`src/core/ssc_pkg.sv`:
```
// Constants for the serial port client hold control block.
// Assumes an 8-bit register port and a 125 MHz system clock.
package ssc_pkg;
    localparam int          ADDR_W        = 12;
    localparam logic [11:0] OFS_DBUF      = 12'h18C;
    localparam logic [11:0] OFS_CADDR     = 12'h18D;
    localparam logic [11:0] OFS_AMASK     = 12'h18E;
    localparam logic [11:0] OFS_STAT      = 12'h18F;
    localparam logic [11:0] OFS_CTL1      = 12'h190;
    localparam logic [11:0] OFS_CTL2      = 12'h191;
    localparam logic [11:0] OFS_CTL3      = 12'h192;
    localparam logic [11:0] OFS_INT_STAT  = 12'h193;
    localparam logic [11:0] OFS_INT_MASK  = 12'h194;
    localparam logic [7:0]  REG_RST       = 8'h00;
    // Control one fields
    localparam int          C1_OV         = 6;
    localparam int          C1_EN         = 5;
    localparam int          C1_REL        = 4;
    // Control three fields
    localparam int          C3_ACKT       = 7;
    localparam int          C3_STOP_IE    = 6;
    localparam int          C3_START_IE   = 5;
    localparam int          C3_OVW        = 4;
    localparam int          C3_LONG_HOLD  = 3;
    localparam int          C3_COLL       = 2;
    localparam int          C3_AHOLD      = 1;
    localparam int          C3_DHOLD      = 0;
    // Status fields
    localparam int          SF_DATA       = 5;
    localparam int          SF_STOP       = 4;
    localparam int          SF_START      = 3;
    localparam int          SF_READ       = 2;
    localparam int          SF_FULL       = 0;
    // Interrupt events
    localparam int          EV_W          = 6;
    localparam int          EV_BYTE       = 0;
    localparam int          EV_OV         = 1;
    localparam int          EV_COLL       = 2;
    localparam int          EV_HOLD       = 3;
    localparam int          EV_START      = 4;
    localparam int          EV_STOP       = 5;
    // Mode codes
    localparam logic [3:0]  MODE_SPI_LAST = 4'h5;
    localparam logic [3:0]  MODE_CL_7     = 4'h6;
    localparam logic [3:0]  MODE_CL_10    = 4'h7;
    localparam logic [3:0]  MODE_CL_7S    = 4'hE;
    localparam logic [3:0]  MODE_CL_10S   = 4'hF;
    // Bit counts and SDA hold times
    localparam logic [3:0]  SPI_LAST_BIT  = 4'h7;
    localparam logic [3:0]  BYTE_BITS     = 4'h8;
    localparam logic [3:0]  ACK_BIT       = 4'h9;
    localparam int          CLK_NS        = 8;
    localparam int          HOLD_LONG_NS  = 300;
    localparam int          HOLD_SHORT_NS = 100;
    localparam logic [5:0]  HOLD_LONG_CYC  = 6'((HOLD_LONG_NS + CLK_NS - 1) / CLK_NS);
    localparam logic [5:0]  HOLD_SHORT_CYC = 6'((HOLD_SHORT_NS + CLK_NS - 1) / CLK_NS);
    typedef enum logic [2:0] {
        I_IDLE = 3'b000,
        I_ADDR = 3'b001,
        I_RXD  = 3'b010,
        I_TXD  = 3'b011,
        I_SKIP = 3'b100
    } ssc_state_t;
endpackage : ssc_pkg

```
`src/core/ssc_top.sv`:
```
// Serial port client hold control: registers, I2C client, SPI receive.
// Assumes a register master on SYS_CLK and open-drain pins resolved outside.
//
// Chosen here: the address-and-strobe port.
`timescale 1ns/100ps
module ssc_top (
    input  wire logic                       SYS_CLK,
    input  wire logic                       RST,
    input  wire logic                       CE,
    input  wire logic [ssc_pkg::ADDR_W-1:0] ADDR,
    input  wire logic [7:0]                 WDATA,
    input  wire logic                       WR,
    input  wire logic                       RD,
    output logic      [7:0]                 RDATA,
    output logic                            IRQ,
    input  wire logic                       SCL_I,
    output logic                            SCL_O,
    output logic                            SCL_OE_N,
    input  wire logic                       SDA_I,
    output logic                            SDA_O,
    output logic                            SDA_OE_N
);
    function automatic logic is_client(input logic [3:0] m);
        return m == ssc_pkg::MODE_CL_7 || m == ssc_pkg::MODE_CL_10 ||
               m == ssc_pkg::MODE_CL_7S || m == ssc_pkg::MODE_CL_10S;
    endfunction : is_client

    // Pin synchronisers
    logic [2:0] scl_s_q, scl_s_d, sda_s_q, sda_s_d;
    logic       scl_l_q, scl_l_d, sda_l_q, sda_l_d;

    always_comb begin
        scl_s_d = {scl_s_q[1:0], SCL_I};
        sda_s_d = {sda_s_q[1:0], SDA_I};
        scl_l_d = (scl_s_q[1] == scl_s_q[2]) ? scl_s_q[2] : scl_l_q;
        sda_l_d = (sda_s_q[1] == sda_s_q[2]) ? sda_s_q[2] : sda_l_q;
    end

    always_ff @(posedge SYS_CLK) begin
        if (RST) begin
            scl_s_q <= 3'h7;
            sda_s_q <= 3'h7;
            scl_l_q <= 1'b1;
            sda_l_q <= 1'b1;
        end else if (CE) begin
            scl_s_q <= scl_s_d;
            sda_s_q <= sda_s_d;
            scl_l_q <= scl_l_d;
            sda_l_q <= sda_l_d;
        end
    end

    // Registers and protocol state
    logic [7:0]          dbuf_q, dbuf_d, caddr_q, caddr_d, amask_q, amask_d, ctl2_q, ctl2_d;
    logic [7:0]          sh_q, sh_d, tx_q, tx_d, rdata_q, rdata_d;
    logic [1:0]          smp_q, smp_d;
    logic                full_q, full_d, ov_q, ov_d, en_q, en_d, rel_q, rel_d;
    logic                data_q, data_d, read_q, read_d, sta_q, sta_d, sto_q, sto_d;
    logic [3:0]          mode_q, mode_d, cnt_q, cnt_d;
    logic [6:0]          cfg_q, cfg_d;
    logic                ack_time_q, ack_time_d;
    logic [ssc_pkg::EV_W-1:0] ist_q, ist_d, imask_q, imask_d, ev;
    ssc_pkg::ssc_state_t st_q, st_d;
    logic [5:0]          hcnt_q, hcnt_d;
    logic                want_q, want_d, sda_oe_n_q, sda_oe_n_d, scl_oe_n_q, scl_oe_n_d;
    logic                irq_q, irq_d;

    logic       client, spi, scl_rise, scl_fall, start, stop, upd, byte_done, ahold, dhold;
    logic [7:0] rx_byte;
    logic [5:0] hold_cyc;

    always_comb begin
        client    = en_q && is_client(mode_q);
        spi       = en_q && mode_q <= ssc_pkg::MODE_SPI_LAST;
        scl_rise  = scl_l_d && !scl_l_q;
        scl_fall  = !scl_l_d && scl_l_q;
        start     = scl_l_q && scl_l_d && sda_l_q && !sda_l_d;
        stop      = scl_l_q && scl_l_d && !sda_l_q && sda_l_d;
        ahold     = client && cfg_q[ssc_pkg::C3_AHOLD];
        dhold     = client && cfg_q[ssc_pkg::C3_DHOLD];
        hold_cyc  = cfg_q[ssc_pkg::C3_LONG_HOLD] ? ssc_pkg::HOLD_LONG_CYC
                                                 : ssc_pkg::HOLD_SHORT_CYC;
        upd       = cfg_q[ssc_pkg::C3_OVW] || (!full_q && (spi || !ov_q));
        byte_done = 1'b0;
        rx_byte   = sh_q;
        ev        = '0;
        dbuf_d = dbuf_q;   caddr_d = caddr_q;   amask_d = amask_q;   ctl2_d = ctl2_q;
        sh_d = sh_q;       tx_d = tx_q;         smp_d = smp_q;       full_d = full_q;
        ov_d = ov_q;       en_d = en_q;         rel_d = rel_q;       mode_d = mode_q;
        data_d = data_q;   read_d = read_q;     sta_d = sta_q;       sto_d = sto_q;
        cfg_d = cfg_q;     ack_time_d = ack_time_q;                  cnt_d = cnt_q;
        ist_d = ist_q;     imask_d = imask_q;   st_d = st_q;         want_d = want_q;
        hcnt_d = (hcnt_q != 6'h00) ? hcnt_q - 6'h01 : hcnt_q;
        sda_oe_n_d = (hcnt_q == 6'h01) ? !want_q : sda_oe_n_q;
        rdata_d = ssc_pkg::REG_RST;

        // Software access first, so that hardware events win the same cycle
        if (RD) begin
            unique case (ADDR)
                ssc_pkg::OFS_DBUF: begin
                    rdata_d = dbuf_q;
                    full_d  = 1'b0;
                end
                ssc_pkg::OFS_CADDR:    rdata_d = caddr_q;
                ssc_pkg::OFS_AMASK:    rdata_d = amask_q;
                ssc_pkg::OFS_STAT:     rdata_d = {smp_q, data_q, sto_q, sta_q, read_q, 1'b0,
                                                  full_q};
                ssc_pkg::OFS_CTL1:     rdata_d = {1'b0, ov_q, en_q, rel_q, mode_q};
                ssc_pkg::OFS_CTL2:     rdata_d = ctl2_q;
                ssc_pkg::OFS_CTL3:     rdata_d = {ack_time_q, cfg_q};
                ssc_pkg::OFS_INT_STAT: rdata_d = 8'({ist_q});
                ssc_pkg::OFS_INT_MASK: rdata_d = 8'({imask_q});
                default:               rdata_d = ssc_pkg::REG_RST;
            endcase
        end
        if (WR) begin
            unique case (ADDR)
                ssc_pkg::OFS_DBUF:     dbuf_d  = WDATA;
                ssc_pkg::OFS_CADDR:    caddr_d = WDATA;
                ssc_pkg::OFS_AMASK:    amask_d = WDATA;
                ssc_pkg::OFS_STAT:     smp_d   = WDATA[7:6];
                ssc_pkg::OFS_CTL1: begin
                    ov_d   = WDATA[ssc_pkg::C1_OV];
                    en_d   = WDATA[ssc_pkg::C1_EN];
                    rel_d  = WDATA[ssc_pkg::C1_REL];
                    mode_d = WDATA[3:0];
                end
                ssc_pkg::OFS_CTL2:     ctl2_d  = WDATA;
                ssc_pkg::OFS_CTL3:     cfg_d   = WDATA[6:0];
                ssc_pkg::OFS_INT_STAT: ist_d   = ist_q & ~WDATA[ssc_pkg::EV_W-1:0];
                ssc_pkg::OFS_INT_MASK: imask_d = WDATA[ssc_pkg::EV_W-1:0];
                default: ;
            endcase
        end

        if (!en_q) begin
            st_d       = ssc_pkg::I_IDLE;
            cnt_d      = 4'h0;
            hcnt_d     = 6'h00;
            want_d     = 1'b0;
            sda_oe_n_d = 1'b1;
            ack_time_d = 1'b0;
        end else if (spi) begin
            ack_time_d = 1'b0;
            if (scl_rise) begin
                sh_d  = {sh_q[6:0], sda_l_q};
                cnt_d = cnt_q + 4'h1;
                if (cnt_q == ssc_pkg::SPI_LAST_BIT) begin
                    cnt_d     = 4'h0;
                    rx_byte   = sh_d;
                    byte_done = 1'b1;
                end
            end
        end else if (client) begin
            if (start) begin
                st_d  = ssc_pkg::I_ADDR;
                cnt_d = 4'h0;
                sta_d = 1'b1;
                sto_d = 1'b0;
                ev[ssc_pkg::EV_START] = cfg_q[ssc_pkg::C3_START_IE];
            end else if (stop) begin
                st_d       = ssc_pkg::I_IDLE;
                sta_d      = 1'b0;
                sto_d      = 1'b1;
                want_d     = 1'b0;
                hcnt_d     = 6'h00;
                sda_oe_n_d = 1'b1;
                ack_time_d = 1'b0;
                ev[ssc_pkg::EV_STOP] = cfg_q[ssc_pkg::C3_STOP_IE];
            end else if (scl_rise && st_q != ssc_pkg::I_IDLE) begin
                cnt_d = cnt_q + 4'h1;
                sh_d  = {sh_q[6:0], sda_l_q};
                if (cnt_q == ssc_pkg::BYTE_BITS) begin
                    ack_time_d = 1'b0;
                    if (st_q == ssc_pkg::I_TXD && sda_l_q) begin
                        st_d = ssc_pkg::I_SKIP;
                    end
                end else if (st_q == ssc_pkg::I_TXD && cfg_q[ssc_pkg::C3_COLL] &&
                             tx_q[7] && !sda_l_q) begin
                    ev[ssc_pkg::EV_COLL] = 1'b1;
                    st_d       = ssc_pkg::I_SKIP;
                    want_d     = 1'b0;
                    hcnt_d     = 6'h00;
                    sda_oe_n_d = 1'b1;
                end
            end else if (scl_fall && st_q != ssc_pkg::I_IDLE) begin
                hcnt_d = hold_cyc;
                want_d = 1'b0;
                if (cnt_q == ssc_pkg::BYTE_BITS) begin
                    unique case (st_q)
                        ssc_pkg::I_ADDR: begin
                            if (((sh_q ^ caddr_q) & amask_q & 8'hFE) == 8'h00) begin
                                byte_done  = 1'b1;
                                want_d     = upd;
                                read_d     = sh_q[0];
                                data_d     = 1'b0;
                                ack_time_d = ahold || dhold;
                                st_d       = sh_q[0] ? ssc_pkg::I_TXD : ssc_pkg::I_RXD;
                                if (ahold) begin
                                    rel_d = 1'b0;
                                    ev[ssc_pkg::EV_HOLD] = 1'b1;
                                end
                            end else begin
                                st_d = ssc_pkg::I_SKIP;
                            end
                        end
                        ssc_pkg::I_RXD: begin
                            byte_done  = 1'b1;
                            want_d     = upd;
                            data_d     = 1'b1;
                            ack_time_d = ahold || dhold;
                            if (dhold) begin
                                rel_d = 1'b0;
                                ev[ssc_pkg::EV_HOLD] = 1'b1;
                            end
                        end
                        default: ;
                    endcase
                end else if (cnt_q == ssc_pkg::ACK_BIT) begin
                    cnt_d = 4'h0;
                    if (st_q == ssc_pkg::I_TXD) begin
                        tx_d   = dbuf_q;
                        want_d = !dbuf_q[7];
                        full_d = 1'b0;
                    end
                end else if (st_q == ssc_pkg::I_TXD) begin
                    tx_d   = {tx_q[6:0], 1'b1};
                    want_d = !tx_q[6];
                end
            end
        end else begin
            st_d       = ssc_pkg::I_IDLE;
            ack_time_d = 1'b0;
        end

        if (byte_done) begin
            if (full_q) begin
                ov_d = 1'b1;
                ev[ssc_pkg::EV_OV] = 1'b1;
            end
            if (upd) begin
                dbuf_d = rx_byte;
            end
            full_d = 1'b1;
            ev[ssc_pkg::EV_BYTE] = 1'b1;
        end
        ist_d      = ist_d | ev;
        irq_d      = |(ist_d & imask_d);
        scl_oe_n_d = !(en_d && is_client(mode_d) && !rel_d);
    end

    always_ff @(posedge SYS_CLK) begin
        if (RST) begin
            dbuf_q     <= ssc_pkg::REG_RST;
            caddr_q    <= ssc_pkg::REG_RST;
            amask_q    <= ssc_pkg::REG_RST;
            ctl2_q     <= ssc_pkg::REG_RST;
            sh_q       <= ssc_pkg::REG_RST;
            tx_q       <= ssc_pkg::REG_RST;
            rdata_q    <= ssc_pkg::REG_RST;
            smp_q      <= 2'h0;
            {full_q, ov_q, en_q, rel_q} <= 4'h0;
            {data_q, read_q, sta_q, sto_q} <= 4'h0;
            mode_q     <= 4'h0;
            cnt_q      <= 4'h0;
            cfg_q      <= 7'h00;
            ack_time_q <= 1'b0;
            ist_q      <= '0;
            imask_q    <= '0;
            st_q       <= ssc_pkg::I_IDLE;
            hcnt_q     <= 6'h00;
            want_q     <= 1'b0;
            sda_oe_n_q <= 1'b1;
            scl_oe_n_q <= 1'b1;
            irq_q      <= 1'b0;
        end else if (CE) begin
            dbuf_q     <= dbuf_d;
            caddr_q    <= caddr_d;
            amask_q    <= amask_d;
            ctl2_q     <= ctl2_d;
            sh_q       <= sh_d;
            tx_q       <= tx_d;
            rdata_q    <= rdata_d;
            smp_q      <= smp_d;
            {full_q, ov_q, en_q, rel_q} <= {full_d, ov_d, en_d, rel_d};
            {data_q, read_q, sta_q, sto_q} <= {data_d, read_d, sta_d, sto_d};
            mode_q     <= mode_d;
            cnt_q      <= cnt_d;
            cfg_q      <= cfg_d;
            ack_time_q <= ack_time_d;
            ist_q      <= ist_d;
            imask_q    <= imask_d;
            st_q       <= st_d;
            hcnt_q     <= hcnt_d;
            want_q     <= want_d;
            sda_oe_n_q <= sda_oe_n_d;
            scl_oe_n_q <= scl_oe_n_d;
            irq_q      <= irq_d;
        end
    end

    assign RDATA    = rdata_q;
    assign IRQ      = irq_q;
    assign SCL_OE_N = scl_oe_n_q;
    assign SDA_OE_N = sda_oe_n_q;
    assign SCL_O    = 1'b0 & scl_oe_n_q;
    assign SDA_O    = 1'b0 & sda_oe_n_q;

    // Checks: cycles since the last SCL fall
    logic [5:0] since_fall_q;
    always_ff @(posedge SYS_CLK) begin
        if (RST || scl_fall) begin
            since_fall_q <= 6'h00;
        end else if (since_fall_q != 6'h3F) begin
            since_fall_q <= since_fall_q + 6'h01;
        end
    end
endmodule : ssc_top

```
`config.mk`:
```
export PLATFORM = sky130hd
export DESIGN_NAME = ssc_top
export DESIGN_NICKNAME = d
export VERILOG_FILES = /design/src/core/ssc_pkg.sv /design/src/core/ssc_top.sv
export SDC_FILE = /design/constraint.sdc
export NUM_CORES = 1
export LEC_CHECK = 0
export BUFFER_PORTS_ARGS = -buffer_cell sky130_fd_sc_hd__buf_2
export CORE_ASPECT_RATIO = 1.25
export CORE_UTILIZATION = 61
export DETAILED_ROUTE_END_ITERATION = 16
export GPL_ROUTABILITY_DRIVEN = 0
export PLACE_DENSITY = 0.86
export SYNTH_ARGS = -nofsm -noshare
export SYNTH_HDL_FRONTEND = slang
export SYNTH_SLANG_ARGS = --single-unit
```
`constraint.sdc`:
```
create_clock -name SYS_CLK -period 2.6 [get_ports SYS_CLK]
set_input_delay 0.26 -clock SYS_CLK [delete_from_list [all_inputs] [get_ports SYS_CLK]]
set_output_delay 0.26 -clock SYS_CLK [all_outputs]
set_load 0.02 [all_outputs]
```
==> impl_results.md, run 1 <==
- Mux contribution to synthesized area: 17.57%
- Crit path capture type: register
- Worst path arrival time: 2.88 ns
- Share of cells above drive strength 1: 22.27%
- Synth async-reset ratio: 0%
- EDFF count, synth: 0
- Pwr dens: 588.4 nW/µm²
- Leak: 2.789 nW
- Register bit total from synthesis: 115
- Reg2reg path depth: 7
- CP startpoint: sh_q[3]
- Final core occ: 74.17%
- Critical path endpoint: dbuf_q[3]
- Tmin final: 2.594 ns
- Post-DRT Antenna Nets: 0
- WP depth: 7
- I/O pin cnt: 40
- Final Hold Fails: 0
- WP data required: 2.89 ns
- Std cell rows: 41
- Setup crit start kind: register
- Detailed Routing Iterations Pass 1: 8
- Syn avg cell area: 8.830 µm²
- Synth Area in XOR/XNOR: 1.391%
- F_max: 385.5 MHz
- CP max FO: 15
- Primary FF master, synth: dfxtp_1
- CP max stage delay: 0.65 ns
- IO buf count: 37
- Bufs and invs on worst path: 1
- Tcrit/Tclk final: 99.78%
- RSZ-0062 raised after global routing: true
- ANT cells: 0
- Routed len/inst: 21.15 µm
- Peak VDD IR: 0.4577 mV
- R2r endpoint: dbuf_q[3]
- Adder-Cell Fraction of Synth Area: 1.192%
- Largest net degree at the start of global routing: 65
- Initial Utilization: 62.62%
- Area leader, netlist: dfxtp_1
- Crit path max-delay family: compound AO/OA/AOI/OAI gates
- Hold Buf Count CTS: 0
- Worst-Margin Slew: 0.6778 ns
- Total GRT Usage: 35.44%
- Clk root buf: clkbuf_16
- Clock sinks: 115
- Slew HR: 54.81%
- Skew final: 0.009198 ns
- Gr ovfl total: 0
- # DRC: 0
- Largest family of logic cells by synthesized area: simple AND/OR/NAND/NOR gates
- Die area: 10,730 µm²
- Final setup fails: 0
- Post-Syn Instances: 713
- Die Ht: 115.6 µm
- Synthesis Warnings: 0
- Outcome: finished, final reports clean
- Post-Synth Simple-Gate Area: 23.19%
- Chip Width: 92.87 µm
- Routed vias/inst: 6.964
- Total CTS buffers: 17
- Syn Std Cell Area: 6296 µm²
- DP HPWL: 12.59 mm
- Setup TNS: 0 ns
- Worst hold slack: 0.05335 ns
- Top post-synthesis cells by area: dfxtp_1, mux2i_1, nor2_1
- Core area: 10,050 µm²
- CTS tree: done
- Overall power: 0.004388 W
- Critical path class: register to register
- Critical path cell sequence: xor2_1, a222oi_1, and4_1, o221ai_4, buf_4, nor3_1, a2111oi_2
- Clock Path Buffers: 2
- Clock Latency Late Sink: 0.43 ns
- Critical-path top delay cell: a222oi_1
- Worst-path clk slew: 0.06 ns
- DR iter-0 viols: 904
- Hold Crit Class: input port to register
- First-pass GRT wire length: 29.42 mm
- Layout area overhead: 18.44%
- Via count: 6,309
- Final Net Count: 797
- Synth Area in Compound Gates: 16.28%
- Netlist cell types: 74
- Flop2flop setup slack: 0.006 ns
- Final wirelength: 19.17 mm
- Post-synthesis sequential area ratio: 36.57%
- Share of the synthesized area in the top cell type: 36.57%
- Initial antenna violation count: 0
- H-tree levels: 4
- R2r startpoint: sh_q[3]
- Max_cap viols: 0
- Slew Limit Fails: 0
- Vias in the first global route: 5,849
[how the worst min path moves through the flow]
stage / depth (start not counted) / end / slack, ns / startpoint
final: 2 / scl_s_q[0] / 0.05 / SCL_I
after global placement: 1 / sda_s_q[1] / 0.44 / sda_s_q[0]
after global routing: 2 / sda_s_q[0] / 0.06 / SDA_I
after floorplan: 1 / scl_s_q[0] / 0.38 / SCL_I
after CTS: 2 / scl_s_q[0] / 0.05 / SCL_I
after detailed placement: 1 / scl_s_q[1] / 0.46 / scl_s_q[0]
[layout by cell type, fill, tap and decap left out, types with 6 or more instances in the layout]
cell       count
a211oi_1      10
dfxtp_1      112
nand3_1        9
nor3_1        18
nand2b_1      10
nor2b_1       17
a22oi_1       13
or3_1          9
nor3_2         6
nor2_1       115
nand3b_1       6
o21ai_0       11
clkbuf_16     17
a21oi_1       35
buf_4         39
buf_2         36
a2111oi_2      7
a221o_1        6
a31oi_1        6
mux2i_1       70
nor2_2         8
nand2_1       50
inv_1         11
mux4_2        13
xor2_1         8
nand4_1        9
mux2_2        10
[sequential cells by signal (all words and copies together) (netlist names), 4 cells and up, named ones only]
register and flops:
RDATA 8, amask_q 8, caddr_q 8, ctl2_q 8, dbuf_q 8, sh_q 8
tx_q 8, cfg_q 7, hcnt_q 6, imask_q 6, ist_q 6, cnt_q 4
[cells in the mapped netlist, types with 10 or more instances]
cell,n
nand2_1,50
mux4_2,13
nor2b_1,17
dfxtp_1,115
nand2b_1,10
nor2_1,121
inv_1,13
a21oi_1,35
o21ai_0,11
a211oi_1,10
mux2_2,10
mux2i_1,70
nor3_1,19
a22oi_1,13
clkbuf_1,36
[repair_timing]
item	CTS	global route
buffers inserted	0	6
resized for setup	0	20
setup endpoints to repair	0	16
[through the flow]
| stage | setup slack, ns | std cells | instance area, µm² |
|---|---|---|---|
| final | 0.005635 | 906 | 7457 |
| after global routing | -0.09675 | 906 | 7457 |
| after CTS | 0.03247 | 900 | 7333 |
| after detailed placement | 0.1343 | 868 | 6729 |
| after global placement | 0.1971 | 868 | 6729 |
| after floorplan | 0.2035 | 714 | 6300 |
[routing by layer]
layer  vias to the layer above  GRT usage (%)  wire length, µm  part of all wire, %
met5                         -              0                0                    0
met3                       169          8.268             1803                  9.4
li1                       2698              -                -                    -
met2                       515          58.43             8764                   46
met4                         0          24.72             1626                  8.5
met1                      2927          40.65             6970                   36
[power by group]
group,switching (W),internal [W],leakage [nW]
Clock,0.000841,0.00157,0.296
Combinational,0.000132,0.0000615,1.56
Sequential,0.0000107,0.00177,0.929
[area by class of cell]
class	instances	area (µm²)
Multi-Input combinational cell	540	3821
Clock inverter	10	130.1
Inverter	13	48.80
Sequential cell	115	2308
Tap cell	129	161.4
Fill cell	687	2597
Clock buffer	22	474.2
Timing Repair Buffer	77	513.0
[cell families after synthesis]
| group | after synthesis |
|---|---|
| and+or+nand+nor | 291 |
| other | 1 |
| xor gates and xnor gates | 10 |
| muxes | 93 |
| buffers and inverters | 59 |
| AOI/OAI and AO/OA | 138 |
| adders and majority gates | 6 |
| DFF | 115 |
No activity file was read; power rests on OpenSTA's default activity.
==> run 2: changes to the inputs <==
- CORE_UTILIZATION: 61 -> 55
- PLACE_DENSITY: 0.86 -> 0.82
- clock period: 2.6 -> 2.3 ns (I/O delays scaled with it)
==> run 2 against run 1 <==
Effect of this change: fmax is 12% higher; the flow now finishes with violations (design-rule violations, negative setup slack); sequential share of layout area is 0.79 points lower; sequential power is 13% higher; cell count is 3.5% higher; critical path type unchanged; clock power is 2% lower; global-route usage is 2.1 points lower; clock-buffer cell count is 1 lower; total power is 5.1% higher; via count is 0.92% lower; hold slack worse by 0.031 ns.
==> impl_results.md, run 2 (synthesis results as in run 1) <==
- Crit path capture type: register (unchanged)
- Post-DP Area: 6989 µm² (was 6729 µm²)
- Pwr dens: 602.6 nW/µm² (was 588.4 nW/µm²)
- Slew HR: 53.15% (was 54.81%)
- Initial Utilization: 56.53% (was 62.62%)
- Clock Latency Late Sink: 0.42 ns (was 0.43 ns)
- Initial antenna violation count: 0 (unchanged)
- Final Hold Fails: 0 (unchanged)
- Max_cap viols: 0 (unchanged)
- Final Net Count: 824 (was 797)
- Reg power frac: 43.7% (was 40.6%)
- Commonest cells after routing, fill and taps aside: nor2_1, dfxtp_1, mux2i_1, buf_4, nand2_1 (was nor2_1, dfxtp_1, mux2i_1, nand2_1, buf_4)
- Final wirelength: 18.95 mm (was 19.17 mm)
- Die Ht: 121.6 µm (was 115.6 µm)
- Flop2flop setup slack: -0.02 ns (was 0.006 ns)
- Routed vias/inst: 6.664 (was 6.964)
- ANT cells: 0 (unchanged)
- Die area: 11,880 µm² (was 10,730 µm²)
- Via count: 6,251 (was 6,309)
- Layout area overhead: 21.60% (was 18.44%)
- Setup TNS: -0.01561 ns (was 0 ns)
- Tcrit/Tclk final: 100.7% (was 99.78%)
- DP HPWL: 13.09 mm (was 12.59 mm)
- Critical path cell sequence: or3b_4, or4b_4, nor3_4, o221ai_4, a21oi_4, nor2_1, a2111oi_2 (was xor2_1, a222oi_1, and4_1, o221ai_4, buf_4, nor3_1, a2111oi_2)
- Peak VDD IR: 0.5114 mV (was 0.4577 mV)
- Commonest non-fill, non-tap cell in the layout: nor2_1 (unchanged)
- Critical-path top delay cell: or4b_4 (was a222oi_1)
- Total CTS buffers: 17 (unchanged)
- Std cell rows: 43 (was 41)
- Clk root buf: clkbuf_16 (unchanged)
- Hold Crit Class: input port to register (unchanged)
- Final setup fails: 1 (was 0)
- Worst-path clk slew: 0.05 ns (was 0.06 ns)
- R2r endpoint: dbuf_q[5] (was dbuf_q[3])
- Failing checks: design-rule violations, negative setup slack
- First-pass GRT wire length: 31.07 mm (was 29.42 mm)
- I/O pin cnt: 40 (unchanged)
- Total GRT Usage: 33.33% (was 35.44%)
- Worst Hold Launch: SCL_I (unchanged)
- Crit path max-delay family: simple AND/OR/NAND/NOR gates (was compound AO/OA/AOI/OAI gates)
- R2r startpoint: scl_l_q (was sh_q[3])
- P_int: 0.003522 W (was 0.003405 W)
- Chip Width: 97.70 µm (was 92.87 µm)
- Leak: 2.888 nW (was 2.789 nW)
- Share of cells above drive strength 1: 25.78% (was 22.27%)
- Clock Power Share: 51.2% (was 55.0%)
- Bufs and invs on worst path: 0 (was 1)
- Largest net degree at the start of global routing: 63 (was 65)
- Clock Path Buffers: 2 (unchanged)
- CTS tree: done (unchanged)
- WP data required: 2.61 ns (was 2.89 ns)
- Setup crit start kind: register (unchanged)
- Reg2reg path depth: 7 (unchanged)
- CP max FO: 8 (was 15)
- IO buf count: 37 (unchanged)
- Final Cell Area: 7656 µm² (was 7457 µm²)
- Hold Path End: scl_s_q[0] (unchanged)
- Slew Limit Fails: 0 (unchanged)
- Vias in the first global route: 6,106 (was 5,849)
- Clock sinks: 115 (unchanged)
- Outcome: finished, violations left (was finished, final reports clean)
- F_max: 431.9 MHz (was 385.5 MHz)
- Combinational share of power: 5.2% (was 4.4%)
- Detailed Routing Iterations Pass 1: 13 (was 8)
- Sw Share: 23.66% (was 22.40%)
- Core area: 11,140 µm² (was 10,050 µm²)
- Tmin final: 2.316 ns (was 2.594 ns)
- DR iter-0 viols: 678 (was 904)
- Hold depth: 2 (unchanged)
- Routed len/inst: 20.21 µm (was 21.15 µm)
- Post-DRT Antenna Nets: 0 (unchanged)
- Hold Buf Count CTS: 0 (unchanged)
- Worst setup margin: -0.01561 ns (was 0.005635 ns)
- Critical path class: register to register (unchanged)
- Final core occ: 68.75% (was 74.17%)
- H-tree levels: 4 (unchanged)
- Psw: 0.001092 W (was 0.0009831 W)
- Worst-Margin Slew: 0.6936 ns (was 0.6778 ns)
- Post-Place Cells: 902 (was 868)
- RSZ-0062 raised after global routing: true (unchanged)
- Gr ovfl total: 0 (unchanged)
- Skew final: 0.008266 ns (was 0.009198 ns)
- Worst path arrival time: 2.62 ns (was 2.88 ns)
- # DRC: 2 (was 0)
- CP max stage delay: 0.52 ns (was 0.65 ns)
- Post-Layout Cell Count: 938 (was 906)
- Overall power: 0.004614 W (was 0.004388 W)
==> run 2: worst register-to-register path: cells and delay by family (launching register included) <==
| family | cells | cell delay, ns |
|---|---|---|
| DFF | 1 | 0.35 |
| and+or+nand+nor | 4 | 1.18 |
| AOI/OAI and AO/OA | 3 | 0.67 |
==> run 2: timing repair <==
item / CTS / global route
endpoints found under the setup margin: 18 / 38
buffers inserted: 1 / 4
pin swaps: 5 / 7
gates resized for setup: 9 / 17
==> run 2: how the worst max path moves through the flow <==
| stage | start | cells after the start | slack [ns] | end |
|---|---|---|---|---|
| floorplan | scl_s_q[1] | 9 | -0.02 | dbuf_q[6] |
| global placement | scl_s_q[2] | 8 | -0.10 | IRQ |
| detailed placement | scl_s_q[2] | 8 | -0.18 | IRQ |
| CTS | scl_l_q | 7 | -0.003 | dbuf_q[5] |
| global route | scl_l_q | 7 | -0.09 | dbuf_q[0] |
| finish | scl_l_q | 7 | -0.02 | dbuf_q[5] |
==> run 2: final cells by class <==
cell class / count / area [µm²]
sequential: 115 / 2310
inverter: 13 / 48.80
fill: 776 / 3481
clock inverter: 10 / 60.06
clock buffer: 21 / 470.5
timing repair buffer: 104 / 719.4
multi-input combinational: 540 / 3879
tap: 135 / 168.9
==> run 2: power groups by stage <==
stage	registers (W)	clock network [W]	logic, W
final	0.00201	0.00236	0.000239
after global routing	0.00201	0.00247	0.000251
after CTS	0.00201	0.00237	0.000229
after detailed placement	0.00206	0	0.000225
after global placement	0.00206	0	0.000218
after floorplan	0.00206	0	0.000133
==> run 2: routing by layer <==
metal  vias up  GRT usage [%]  wire (µm)
li1       2756              -          -
met1      2923          38.30       6945
met2       444          55.85       9122
met3       128          7.573       1708
met4         0          22.16       1175
met5         -              0          0
==> run 2: through the flow <==
stage               setup slack (ns)  hold WS [ns]
floorplan                   -0.02129        0.3524
global placement             -0.1043        0.4414
detailed placement           -0.1812        0.4448
CTS                        -0.002999       0.01718
global route                -0.08735       0.02315
finish                      -0.01561       0.02268
